==> src/sbt_pkg.sv <==
/*
 * Package for the bus clock/timing configuration block: register indices,
 * field positions, reset values, phase lengths and the master state type.
 * Assumes an Avalon-MM slave with 32-bit data, one register per word.
 */
// Operation
// - SCL high phase about twice the low
// - No phase shorter than one overflow period
// - Wait out SCL held low by others
// - Setup before SCL rise, hold after fall
// - Extension: setup 11, hold 12 clocks
// - No extension: hold 3, setup low minus 4
// - SCL high forces timer 2 reload
// - Free after both high over 10 periods
// - Free timeout acts as received STOP
// - Select bits choose overflow clock source
// - Enable bit gates all bus activity
// - Inhibit drops slave events, keeps monitoring
// - Pending START issued after free timeout
package sbt_pkg;
    // ---------------------------------------------------------------
    // Register indices (byte address is four times the index)
    // ---------------------------------------------------------------
    localparam logic [7:0] IDX_CFG      = 8'hc1;
    localparam logic [7:0] IDX_CTRL     = 8'hc2;
    localparam logic [7:0] IDX_DATA     = 8'hc3;
    localparam logic [7:0] IDX_ISTAT    = 8'hc4;
    localparam logic [7:0] IDX_IMASK    = 8'hc5;
    localparam logic [7:0] CFG_RESET    = 8'h00;
    // ---------------------------------------------------------------
    // Configuration fields
    // ---------------------------------------------------------------
    localparam int CFG_EN   = 7;
    localparam int CFG_INH  = 6;
    localparam int CFG_BUSY = 5;
    localparam int CFG_EXT  = 4;
    localparam int CFG_TOE  = 3;
    localparam int CFG_FTE  = 2;
    // Control fields
    localparam int CTL_MASTER = 7;
    localparam int CTL_START  = 5;
    localparam int CTL_STOP   = 4;
    localparam int CTL_ACKRX  = 2;
    localparam int CTL_IFLAG  = 0;
    // Event status bits
    localparam int EV_BYTE  = 0;
    localparam int EV_STOP  = 1;
    localparam int EV_START = 2;
    // ---------------------------------------------------------------
    // Timing counts
    // ---------------------------------------------------------------
    localparam logic [1:0] LOW_TICKS   = 2'h1;  // Overflow periods of SCL low
    localparam logic [1:0] HIGH_TICKS  = 2'h2;  // Overflow periods of SCL high
    localparam logic [3:0] FREE_TICKS  = 4'ha;  // Periods that must be exceeded
    localparam logic [3:0] HOLD_EXT    = 4'hc;  // Hold clocks, extended
    localparam logic [3:0] HOLD_NORM   = 4'h3;  // Hold clocks, normal
    localparam logic [3:0] SETUP_EXT   = 4'hb;  // Setup clocks, extended
    localparam logic [3:0] SETUP_NORM  = 4'h1;  // Setup clocks after SDA change, normal
    // Master sequencer states
    typedef enum logic [2:0] {
        ST_IDLE, ST_START, ST_STALL, ST_LOW, ST_HIGH,
        ST_STOP_LOW, ST_STOP_HIGH, ST_STOP_WAIT
    } sbt_state_t;
endpackage : sbt_pkg

==> src/sbt_sync.sv <==
/*
 * Two-stage synchroniser for a group of pin levels.
 * Assumes inputs asynchronous to ref_clk_i; first stage feeds only the second.
 */
`timescale 1ns/10ps
module sbt_sync #(
    parameter int W = 2
) (
    // Clock and reset
    input  wire logic         ref_clk_i,
    input  wire logic         rst_i,
    // Levels
    input  wire logic [W-1:0] async_i,
    output logic      [W-1:0] sync_o
);
    logic [W-1:0] meta;  // First stage, read only by the second

    // Per-bit double flop
    for (genvar g = 0; g < W; g++) begin : g_bit
        always_ff @(posedge ref_clk_i) begin
            if (rst_i) begin
                meta[g]   <= 1'b1;
                sync_o[g] <= 1'b1;
            end else begin
                meta[g]   <= async_i[g];
                sync_o[g] <= meta[g];
            end
        end
    end
endmodule : sbt_sync

==> src/sbt_bus_monitor.sv <==
/*
 * Bus monitor: START/STOP detection, busy state and free timeout.
 * Assumes synchronised SCL/SDA and a one-cycle source tick.
 */
`timescale 1ns/10ps
module sbt_bus_monitor
    import sbt_pkg::*;
(
    // Clock and reset
    input  wire logic ref_clk_i,
    input  wire logic rst_i,
    // Bus levels and configuration
    input  wire logic scl_i,
    input  wire logic sda_i,
    input  wire logic enable_i,
    input  wire logic fte_i,
    input  wire logic tick_i,
    // Events
    output logic      start_det_o,
    output logic      stop_det_o,
    output logic      free_o,
    output logic      busy_o
);
    logic       scl_q;     // Previous SCL
    logic       sda_q;     // Previous SDA
    logic [3:0] free_cnt;  // Periods with both lines high

    // Edge history
    always_ff @(posedge ref_clk_i) begin
        if (rst_i) begin
            scl_q <= 1'b1;
            sda_q <= 1'b1;
        end else begin
            scl_q <= scl_i;
            sda_q <= sda_i;
        end
    end

    assign start_det_o = enable_i & scl_i & scl_q & sda_q & ~sda_i;
    assign stop_det_o  = enable_i & scl_i & scl_q & ~sda_q & sda_i;
    assign free_o = enable_i & fte_i & tick_i & (free_cnt == FREE_TICKS);

    // Free timeout counter, fires once when count passes the limit
    always_ff @(posedge ref_clk_i) begin
        if (rst_i || !(scl_i && sda_i && enable_i && fte_i)) begin
            free_cnt <= 4'h0;
        end else if (tick_i && free_cnt <= FREE_TICKS) begin
            free_cnt <= free_cnt + 4'h1;
        end
    end

    // Busy: set by START, cleared by STOP or free timeout
    always_ff @(posedge ref_clk_i) begin
        if (rst_i || !enable_i) begin
            busy_o <= 1'b0;
        end else if (start_det_o) begin
            busy_o <= 1'b1;
        end else if (stop_det_o || free_o) begin
            busy_o <= 1'b0;
        end
    end
endmodule : sbt_bus_monitor

==> src/sbt_smbus_timing.sv <==
/*
 * Bus clock/timing configuration block with a byte-wise master sequencer.
 * Holds the configuration register, SCL generation, SDA setup/hold,
 * timer 2 reload forcing, free timeout and an event interrupt.
 * Assumes timer overflow pulses come from logic on ref_clk_i and that
 * the open-drain pins are resolved outside (output enable pulls low).
 */
// The Avalon-MM interface to the registers was chosen for this implementation.
`timescale 1ns/10ps
module sbt_smbus_timing
    import sbt_pkg::*;
(
    // Clock and reset
    input  wire logic        ref_clk_i,
    input  wire logic        rst_i,
    // Avalon-MM slave
    input  wire logic [9:0]  avs_address_i,
    input  wire logic        avs_read_i,
    input  wire logic        avs_write_i,
    input  wire logic [31:0] avs_writedata_i,
    input  wire logic [3:0]  avs_byteenable_i,
    output logic      [31:0] avs_readdata_o,
    output logic             avs_waitrequest_o,
    // Timer overflow sources and timer 2 control
    input  wire logic        t0_ovf_i,
    input  wire logic        t1_ovf_i,
    input  wire logic        t2_hi_ovf_i,
    input  wire logic        t2_lo_ovf_i,
    input  wire logic        timer2_split_mode_i,
    output logic             t2_reload_hi_o,
    output logic             t2_reload_lo_o,
    // Open-drain bus pins
    input  wire logic        scl_i,
    output logic             scl_o,
    output logic             scl_oe_o,
    input  wire logic        sda_i,
    output logic             sda_o,
    output logic             sda_oe_o,
    // Interrupt
    output logic             irq_o
);
    // ---------------------------------------------------------------
    // Declarations
    // ---------------------------------------------------------------
    logic [7:0]  bus_clock_config;  // Writable configuration bits
    logic        start_request;     // Pending master START
    logic        stop_flag;         // STOP request or STOP seen
    logic        iflag;             // Interface interrupt flag, stalls SCL
    logic        ack_rx;            // Last acknowledge sampled
    logic        master;            // Sequencer owns the bus
    logic [7:0]  shift_data_register;  // Outgoing byte
    logic [2:0]  istat;             // Sticky events
    logic [2:0]  imask;             // Event mask
    logic [2:0]  rd_snap;           // Status bits returned by the last read
    logic        served;            // Second cycle of a bus access
    sbt_state_t  state;             // Master sequencer state
    logic [3:0]  bit_cnt;           // Bit within the byte, 8 is acknowledge
    logic [1:0]  ticks;             // Overflow periods in this phase
    logic [3:0]  hold_cnt;          // Clocks since SCL fell
    logic [3:0]  setup_cnt;         // Clocks since SDA last changed
    logic        scl_drive_low;     // Pull SCL low
    logic        sda_drive_low;     // Pull SDA low
    logic [1:0]  sync_lv;           // Synchronised {scl, sda}
    logic        scl_s;
    logic        sda_s;
    logic        tick;              // Selected overflow pulse
    logic        en;
    logic        ext;
    logic        start_det;
    logic        stop_det;
    logic        free_evt;
    logic        busy;
    logic        acc;               // Access completes this edge
    logic        wr_acc;
    logic        rd_acc;
    logic [7:0]  widx;
    logic [7:0]  wbyte;
    logic        next_sda_low;      // Level for the bit to be sent
    logic        hold_ok;
    logic        setup_ok;
    logic [2:0]  events;

    // Clock source decode
    function automatic logic src_tick(input logic [1:0] sel, input logic a, input logic b,
                                      input logic c, input logic d);
        case (sel)
            2'h0:    src_tick = a;
            2'h1:    src_tick = b;
            2'h2:    src_tick = c;
            default: src_tick = d;
        endcase
    endfunction : src_tick

    // Register index from byte address, invalid if not aligned
    function automatic logic [7:0] reg_index(input logic [9:0] adr);
        reg_index = (adr[1:0] == 2'h0) ? adr[9:2] : 8'hff;
    endfunction : reg_index

    // ---------------------------------------------------------------
    // Pin synchronisers and bus monitor
    // ---------------------------------------------------------------
    sbt_sync #(.W(2)) u_sync (
        .ref_clk_i (ref_clk_i),
        .rst_i     (rst_i),
        .async_i   ({scl_i, sda_i}),
        .sync_o    (sync_lv)
    );
    assign scl_s = sync_lv[1];
    assign sda_s = sync_lv[0];
    assign en    = bus_clock_config[CFG_EN];
    assign ext   = bus_clock_config[CFG_EXT];
    assign tick  = src_tick(bus_clock_config[1:0], t0_ovf_i, t1_ovf_i,
                            t2_hi_ovf_i, t2_lo_ovf_i);

    sbt_bus_monitor u_mon (
        .ref_clk_i   (ref_clk_i),
        .rst_i       (rst_i),
        .scl_i       (scl_s),
        .sda_i       (sda_s),
        .enable_i    (en),
        .fte_i       (bus_clock_config[CFG_FTE]),
        .tick_i      (tick),
        .start_det_o (start_det),
        .stop_det_o  (stop_det),
        .free_o      (free_evt),
        .busy_o      (busy)
    );

    // ---------------------------------------------------------------
    // Timer 2 reload forcing
    // ---------------------------------------------------------------
    assign t2_reload_hi_o = en & bus_clock_config[CFG_TOE] & scl_s;
    assign t2_reload_lo_o = t2_reload_hi_o & ~timer2_split_mode_i;

    // ---------------------------------------------------------------
    // Avalon-MM access: one wait cycle, then completion
    // ---------------------------------------------------------------
    assign avs_waitrequest_o = (avs_read_i | avs_write_i) & ~served;
    assign acc    = (avs_read_i | avs_write_i) & served;
    assign wr_acc = acc & avs_write_i & avs_byteenable_i[0];
    assign rd_acc = acc & avs_read_i;
    assign widx   = reg_index(avs_address_i);
    assign wbyte  = avs_writedata_i[7:0];

    // Wait-state tracker
    always_ff @(posedge ref_clk_i) begin
        if (rst_i) begin
            served <= 1'b0;
        end else begin
            served <= (avs_read_i | avs_write_i) & ~served;
        end
    end

    // Read data, captured in the wait cycle and held through completion
    always_ff @(posedge ref_clk_i) begin
        if (rst_i) begin
            avs_readdata_o <= 32'h0;
            rd_snap        <= 3'h0;
        end else if (avs_read_i && !served) begin
            rd_snap <= 3'h0;
            case (widx)
                IDX_CFG:   avs_readdata_o <= {24'h0, bus_clock_config[7:6], busy, bus_clock_config[4:0]};
                IDX_CTRL:  avs_readdata_o <= {24'h0, master, 1'b0, start_request, stop_flag,
                                              1'b0, ack_rx, 1'b0, iflag};
                IDX_DATA:  avs_readdata_o <= {24'h0, shift_data_register};
                IDX_ISTAT: begin
                    avs_readdata_o <= {29'h0, istat};
                    rd_snap        <= istat;
                end
                IDX_IMASK: avs_readdata_o <= {29'h0, imask};
                default:   avs_readdata_o <= 32'h0;  // Unmapped reads zero
            endcase
        end
    end

    // ---------------------------------------------------------------
    // Configuration and data registers
    // ---------------------------------------------------------------
    always_ff @(posedge ref_clk_i) begin
        if (rst_i) begin
            bus_clock_config <= CFG_RESET;
            imask            <= 3'h0;
        end else if (wr_acc) begin
            if (widx == IDX_CFG) begin
                bus_clock_config <= wbyte & ~(8'h1 << CFG_BUSY);
            end
            if (widx == IDX_IMASK) begin
                imask <= wbyte[2:0];
            end
        end
    end

    // Outgoing byte
    always_ff @(posedge ref_clk_i) begin
        if (rst_i) begin
            shift_data_register <= 8'h00;
        end else if (wr_acc && widx == IDX_DATA) begin
            shift_data_register <= wbyte;
        end
    end

    // ---------------------------------------------------------------
    // Interrupt status: set wins over read-clear
    // ---------------------------------------------------------------
    assign events[EV_BYTE]  = (state == ST_HIGH) && ticks >= HIGH_TICKS && tick && scl_s && bit_cnt == 4'h8;
    assign events[EV_STOP]  = free_evt | (stop_det & ~master & ~bus_clock_config[CFG_INH]);
    assign events[EV_START] = (state == ST_START) && ticks >= HIGH_TICKS && tick;

    always_ff @(posedge ref_clk_i) begin
        if (rst_i) begin
            istat <= 3'h0;
        end else begin
            istat <= (istat & ~(rd_acc ? rd_snap : 3'h0)) | events;
        end
    end
    assign irq_o = |(istat & imask);

    // ---------------------------------------------------------------
    // Control flags
    // ---------------------------------------------------------------
    always_ff @(posedge ref_clk_i) begin
        if (rst_i || !en) begin
            start_request <= 1'b0;
            stop_flag     <= 1'b0;
            iflag         <= 1'b0;
        end else begin
            if (wr_acc && widx == IDX_CTRL) begin
                start_request <= wbyte[CTL_START];
                stop_flag     <= wbyte[CTL_STOP];
                iflag         <= wbyte[CTL_IFLAG];
            end
            if (state == ST_STOP_WAIT) begin
                stop_flag <= 1'b0;  // Master STOP sent
            end
            if (events[EV_STOP]) begin
                stop_flag <= 1'b1;
            end
            if (|events) begin
                iflag <= 1'b1;
            end
        end
    end

    // ---------------------------------------------------------------
    // Setup and hold counters
    // ---------------------------------------------------------------
    always_ff @(posedge ref_clk_i) begin
        if (rst_i || !scl_drive_low) begin
            hold_cnt <= 4'h0;
        end else if (hold_cnt != 4'hf) begin
            hold_cnt <= hold_cnt + 4'h1;
        end
    end

    always_ff @(posedge ref_clk_i) begin
        if (rst_i || (next_sda_low != sda_drive_low)) begin
            setup_cnt <= 4'h0;
        end else if (setup_cnt != 4'hf) begin
            setup_cnt <= setup_cnt + 4'h1;
        end
    end

    assign hold_ok  = hold_cnt >= (ext ? HOLD_EXT : HOLD_NORM);
    assign setup_ok = setup_cnt >= (ext ? SETUP_EXT : SETUP_NORM);

    // Level for SDA in the current phase
    always_comb begin
        next_sda_low = sda_drive_low;
        if ((state == ST_LOW || state == ST_STALL) && hold_ok) begin
            next_sda_low = (bit_cnt == 4'h8) ? 1'b0 : ~shift_data_register[3'h7 - bit_cnt[2:0]];
        end else if (state == ST_STOP_LOW && hold_ok) begin
            next_sda_low = 1'b1;
        end
    end

    // ---------------------------------------------------------------
    // Master sequencer
    // ---------------------------------------------------------------
    always_ff @(posedge ref_clk_i) begin
        if (rst_i || !en) begin
            state         <= ST_IDLE;
            scl_drive_low <= 1'b0;
            sda_drive_low <= 1'b0;
            bit_cnt       <= 4'h0;
            ticks         <= 2'h0;
            master        <= 1'b0;
            ack_rx        <= 1'b0;
        end else begin
            if (tick && ticks != 2'h3) begin
                ticks <= ticks + 2'h1;
            end
            case (state)
                // Wait for a free bus with START pending
                ST_IDLE: begin
                    if (start_request && (!busy || free_evt)) begin
                        sda_drive_low <= 1'b1;
                        master        <= 1'b1;
                        ticks         <= 2'h0;
                        state         <= ST_START;
                    end
                end
                // START hold with SCL high
                ST_START: begin
                    if (ticks >= HIGH_TICKS && tick) begin
                        scl_drive_low <= 1'b1;
                        bit_cnt       <= 4'h0;
                        state         <= ST_STALL;
                    end
                end
                // SCL held low until software clears the flag
                ST_STALL: begin
                    sda_drive_low <= next_sda_low;
                    ticks         <= 2'h0;
                    if (!iflag) begin
                        state <= stop_flag ? ST_STOP_LOW : ST_LOW;
                    end
                end
                // Low phase: SDA after hold, release after period and setup
                ST_LOW: begin
                    sda_drive_low <= next_sda_low;
                    if (ticks >= LOW_TICKS && setup_ok && hold_ok && next_sda_low == sda_drive_low) begin
                        scl_drive_low <= 1'b0;
                        ticks         <= 2'h0;
                        state         <= ST_HIGH;
                    end
                end
                // High phase counts only once SCL is really high
                ST_HIGH: begin
                    if (!scl_s) begin
                        ticks <= 2'h0;
                    end else if (ticks >= HIGH_TICKS && tick) begin
                        scl_drive_low <= 1'b1;
                        ticks         <= 2'h0;
                        if (bit_cnt == 4'h8) begin
                            ack_rx <= ~sda_s;
                            state  <= ST_STALL;
                            bit_cnt <= 4'h0;
                        end else begin
                            bit_cnt <= bit_cnt + 4'h1;
                            state   <= ST_LOW;
                        end
                    end
                end
                // STOP: SDA low with SCL low
                ST_STOP_LOW: begin
                    sda_drive_low <= next_sda_low;
                    if (ticks >= LOW_TICKS && setup_ok && hold_ok && sda_drive_low) begin
                        scl_drive_low <= 1'b0;
                        ticks         <= 2'h0;
                        state         <= ST_STOP_HIGH;
                    end
                end
                // STOP: release SDA after the high time
                ST_STOP_HIGH: begin
                    if (!scl_s) begin
                        ticks <= 2'h0;
                    end else if (ticks >= HIGH_TICKS && tick) begin
                        sda_drive_low <= 1'b0;
                        state         <= ST_STOP_WAIT;
                    end
                end
                // Own STOP seen on the bus
                ST_STOP_WAIT: begin
                    if (!busy) begin
                        master <= 1'b0;
                        state  <= ST_IDLE;
                    end
                end
                default: state <= ST_IDLE;
            endcase
        end
    end

    // ---------------------------------------------------------------
    // Pin drive
    // ---------------------------------------------------------------
    assign scl_o    = 1'b0;
    assign sda_o    = 1'b0;
    assign scl_oe_o = scl_drive_low;
    assign sda_oe_o = sda_drive_low;
endmodule : sbt_smbus_timing

==> config.mk <==
export PLATFORM = sky130hd
export DESIGN_NAME = sbt_smbus_timing
export DESIGN_NICKNAME = d
export VERILOG_FILES = /design/src/sbt_pkg.sv /design/src/sbt_sync.sv /design/src/sbt_bus_monitor.sv /design/src/sbt_smbus_timing.sv
export SDC_FILE = /design/constraint.sdc
export NUM_CORES = 1
export LEC_CHECK = 0
export ABC_AREA = 1
export BUFFER_PORTS_ARGS = -buffer_cell sky130_fd_sc_hd__buf_2
export CAP_MARGIN = 10
export CORE_AREA = 3 3 103 105
export DETAILED_ROUTE_END_ITERATION = 10
export DIE_AREA = 0 0 106 108
export PLACE_DENSITY_LB_ADDON = 0.15
export SLEW_MARGIN = 20
export SYNTH_ARGS = -nofsm -noshare
export SYNTH_HDL_FRONTEND = slang
export SYNTH_SLANG_ARGS = --single-unit
export TNS_END_PERCENT = 10
==> constraint.sdc <==
create_clock -name ref_clk_i -period 5 [get_ports ref_clk_i]
set_input_delay 1 -clock ref_clk_i [delete_from_list [all_inputs] [get_ports ref_clk_i]]
set_output_delay 1 -clock ref_clk_i [all_outputs]
set_load 0.005 [all_outputs]
==> out/metrics.csv <==
metric,value,unit
Die H,108,microns
routed wire length,9583,microns
Syn Std Cell Area,3877,sq um
fillers,1040,
area of the multi-input gates,2069,sq um
worst-margin pin slew,0.6034,ns
Die Span X,106,microns
Max Clock Freq,0.4136,GHz
Post-CTS Resized,0,
Detail Placement HPWL,7383,microns
largest net degree at the start of global routing,28,
postcts setup bufs,0,
average cell area after synthesis,7.063,sq um
clock transition at the registers of the reported paths,0.08,ns
TritonCTS Buffers,9,
# rows,36,
area added between synthesis and finish,11.16,%
global-route wire length before repair,16040,microns
Post-Synth Adder-Cell Area,0.04840,
WP data arrival,1.42,ns
Worst Setup Start Kind,primary input,
WP data required,4.00,ns
min-delay src,u_sync.meta[1],
r2r setup slk,2.99,ns
Die ar.,11450,sq um
port bufs,43,
kind of critical path,primary input to output pin,
layout cell share with drive strength beyond 1,0.1703,
# DRC,0,
Worst-Skew Late Latency,0.36,ns
Max-slew headroom,0.5977,
Tmin final,2.418,ns
clock skew,0.01056,ns
Post-DRT Antenna Nets,0,
DRT iter0 DRCs,164,
TritonRoute pass-1 iters,4,
R2R Path End,state[2],
largest family of logic cells by synthesized area,simple AND/OR/NAND/NOR gates,
CTS Sinks,68,
DR WL/cell,13.09,microns
initial antenna violation count,0,
Post-Synth Simple-Gate Area,0.2891,
sequential area share after synthesis,0.3511,
Placer Congestion,0.8702,
CTS H-tree lvls,3,
synth warn,0,
Synth Area in XOR/XNOR,0.004518,
PD cells,249.7,nW/um^2
peak supply drop,0.0001486,V
gr ovfl total,0,
Min-Delay Endpoint,u_sync.sync_o[1],
cts hold-fix bufs,0,
Worst R2R Start,bus_clock_config[4],
critical-path cell list,buf_2 -> nor2_1 -> nor2_1 -> buf_2,
ys async rst share,0,
Vias/cell,4.874,
CTS max path bufs,2,
Post-synth EDFFs,0,
RSZ-0062 raised after global routing,no,
TNS Setup,0,ns
outcome,completed,
CP peak stage delay,0.13,ns
hold crit path type,register to register,
Worst Path Buf+Inv,2,
CTS tree,yes,
"Largest delay share family, worst path",buffers and inverters,
mux cell area share after synthesis,0,
vias in the first global route,3388,
Setup Viol. Count Final,0,
"slowest stage cell, crit path",buf_2,
Final Net Count,666,
final period utilization,0.4836,
Critical Path Fanout Max,5,
io pins,97,
predominant post-synthesis flop cell,dfxtp_1,
fin. max-slew vios,0,
Hold Path Cell Cnt,1,
Core Box Area,9729,sq um
max_cap viols,0,
register bit total from synthesis,68,
GRT Util Overall,0.1754,
Final Core Density,0.4430,
Cell variety after synth,43,
Vias,3568,
initial core utilization,0.3985,
Leak Pwr,1.841,nW
Fin. Hold Viols,0,
Mapped Cells,549,
Synth Area in Compound Gates,0.1665,
CP Capture Type,output pin,
Root Buffer,clkbuf_8,
register area,1361,sq um
R2R depth,14,
n_diodes,0,
## state kept, by name, indices dropped and copies added, names as in the netlist, 3 cells and up
name	flops
avs_readdata_o	8
shift_data_register	8
bus_clock_config	7
bit_cnt	4
hold_cnt	4
setup_cnt	4
u_mon.free_cnt	4
imask	3
istat	3
rd_snap	3
state	3
## through the flow
step | cell area [sq um] | std cells | hold WS, ns | power, W | worst slack (ns)
CTS | 4310 | 732 | 0.4170 | 0.001089 | 2.574
finish | 4310 | 732 | 0.4123 | 0.001076 | 2.582
floorplan | 3971 | 574 | 0.3895 | 0.0006129 | 2.796
detailed placement | 4111 | 716 | 0.3993 | 0.0006230 | 2.343
global route | 4310 | 732 | 0.4358 | 0.001119 | 2.544
global placement | 4111 | 716 | 0.3919 | 0.0006213 | 2.408
## synthesized netlist by cell type (2+ instances only)
library cell	n	area, sq um
a211oi_1	7	52.55
a211oi_2	2	25.02
a21oi_1	51	255.2
a31oi_1	2	12.51
buf_4	27	202.7
buf_6	2	22.52
clkbuf_1	5	18.77
dfxtp_1	68	1361
ha_1	15	187.7
inv_1	69	259.0
inv_2	6	22.52
nand2_1	109	409.1
nand2_2	8	50.05
nand3_1	36	180.2
nand3_2	5	50.05
nand4_1	8	50.05
nor2_1	45	168.9
nor2_2	7	43.79
nor3_1	11	55.05
nor3_2	2	20.02
o211ai_1	3	22.52
o21ai_0	31	155.2
o221ai_1	2	17.52
o22ai_1	3	18.77
or2_2	6	37.54
xor2_1	2	17.52
## cells in the final DEF, fill, tap and decap left out, types with 15 or more instances in the layout
cell / Yosys / layout
buf_2: 1 / 43
a21oi_1: 51 / 51
dfxtp_1: 68 / 68
o21ai_0: 31 / 31
inv_1: 69 / 69
nor2_1: 45 / 45
nand3_1: 36 / 36
conb_1: 1 / 26
nand2_1: 109 / 109
ha_1: 15 / 15
## worst max-delay path by stage
stage                         from                 to  slack, ns  cells after the start
4_1_cts                 avs_read_i  avs_waitrequest_o       2.57                      4
5_1_grt                 avs_read_i  avs_waitrequest_o       2.54                      4
3_3_place_gp                 rst_i  u_mon.free_cnt[1]       2.41                      5
3_5_place_dp                 rst_i  u_mon.free_cnt[1]       2.34                      5
2_1_floorplan  timer2_split_mode_i     t2_reload_lo_o       2.80                      1
6_report                avs_read_i  avs_waitrequest_o       2.58                      4
## routing by layer
layer / wire [microns] / vias up / share of wire / GRT usage
li1: - / 1847 / - / -
met1: 4448 / 1635 / 0.46 / 0.2216
met2: 4495 / 70 / 0.47 / 0.2960
met3: 423 / 16 / 0.044 / 0.03761
met4: 216 / 0 / 0.023 / 0.06475
met5: 0 / - / 0 / 0
## report_power, final
group / switching (W) / internal [W]
clock: 0.000235 / 0.000232
combinational: 0.0000376 / 0.0000195
sequential: 0.00000560 / 0.000547
## cells by family after synthesis
kind of cell             Yosys count
AND/OR/NAND/NOR                  241
buffers and inverters            112
AO/OA/AOI/OAI                    110
flip-flops                        68
adder cells (fa/ha/maj)           15
XOR/XNOR                           2
other                              1
## layout make-up
type / instances / share of cell area
repair buffers: 44 / 0.05167
clock buffers: 9 / 0.02874
inverters: 77 / 0.06763
clock inverters: 7 / 0.01742
flip-flops and latches: 68 / 0.3158
well taps: 133 / 0.03861
multi-input cells: 394 / 0.4801
No activity file was read; power rests on OpenSTA's default activity.
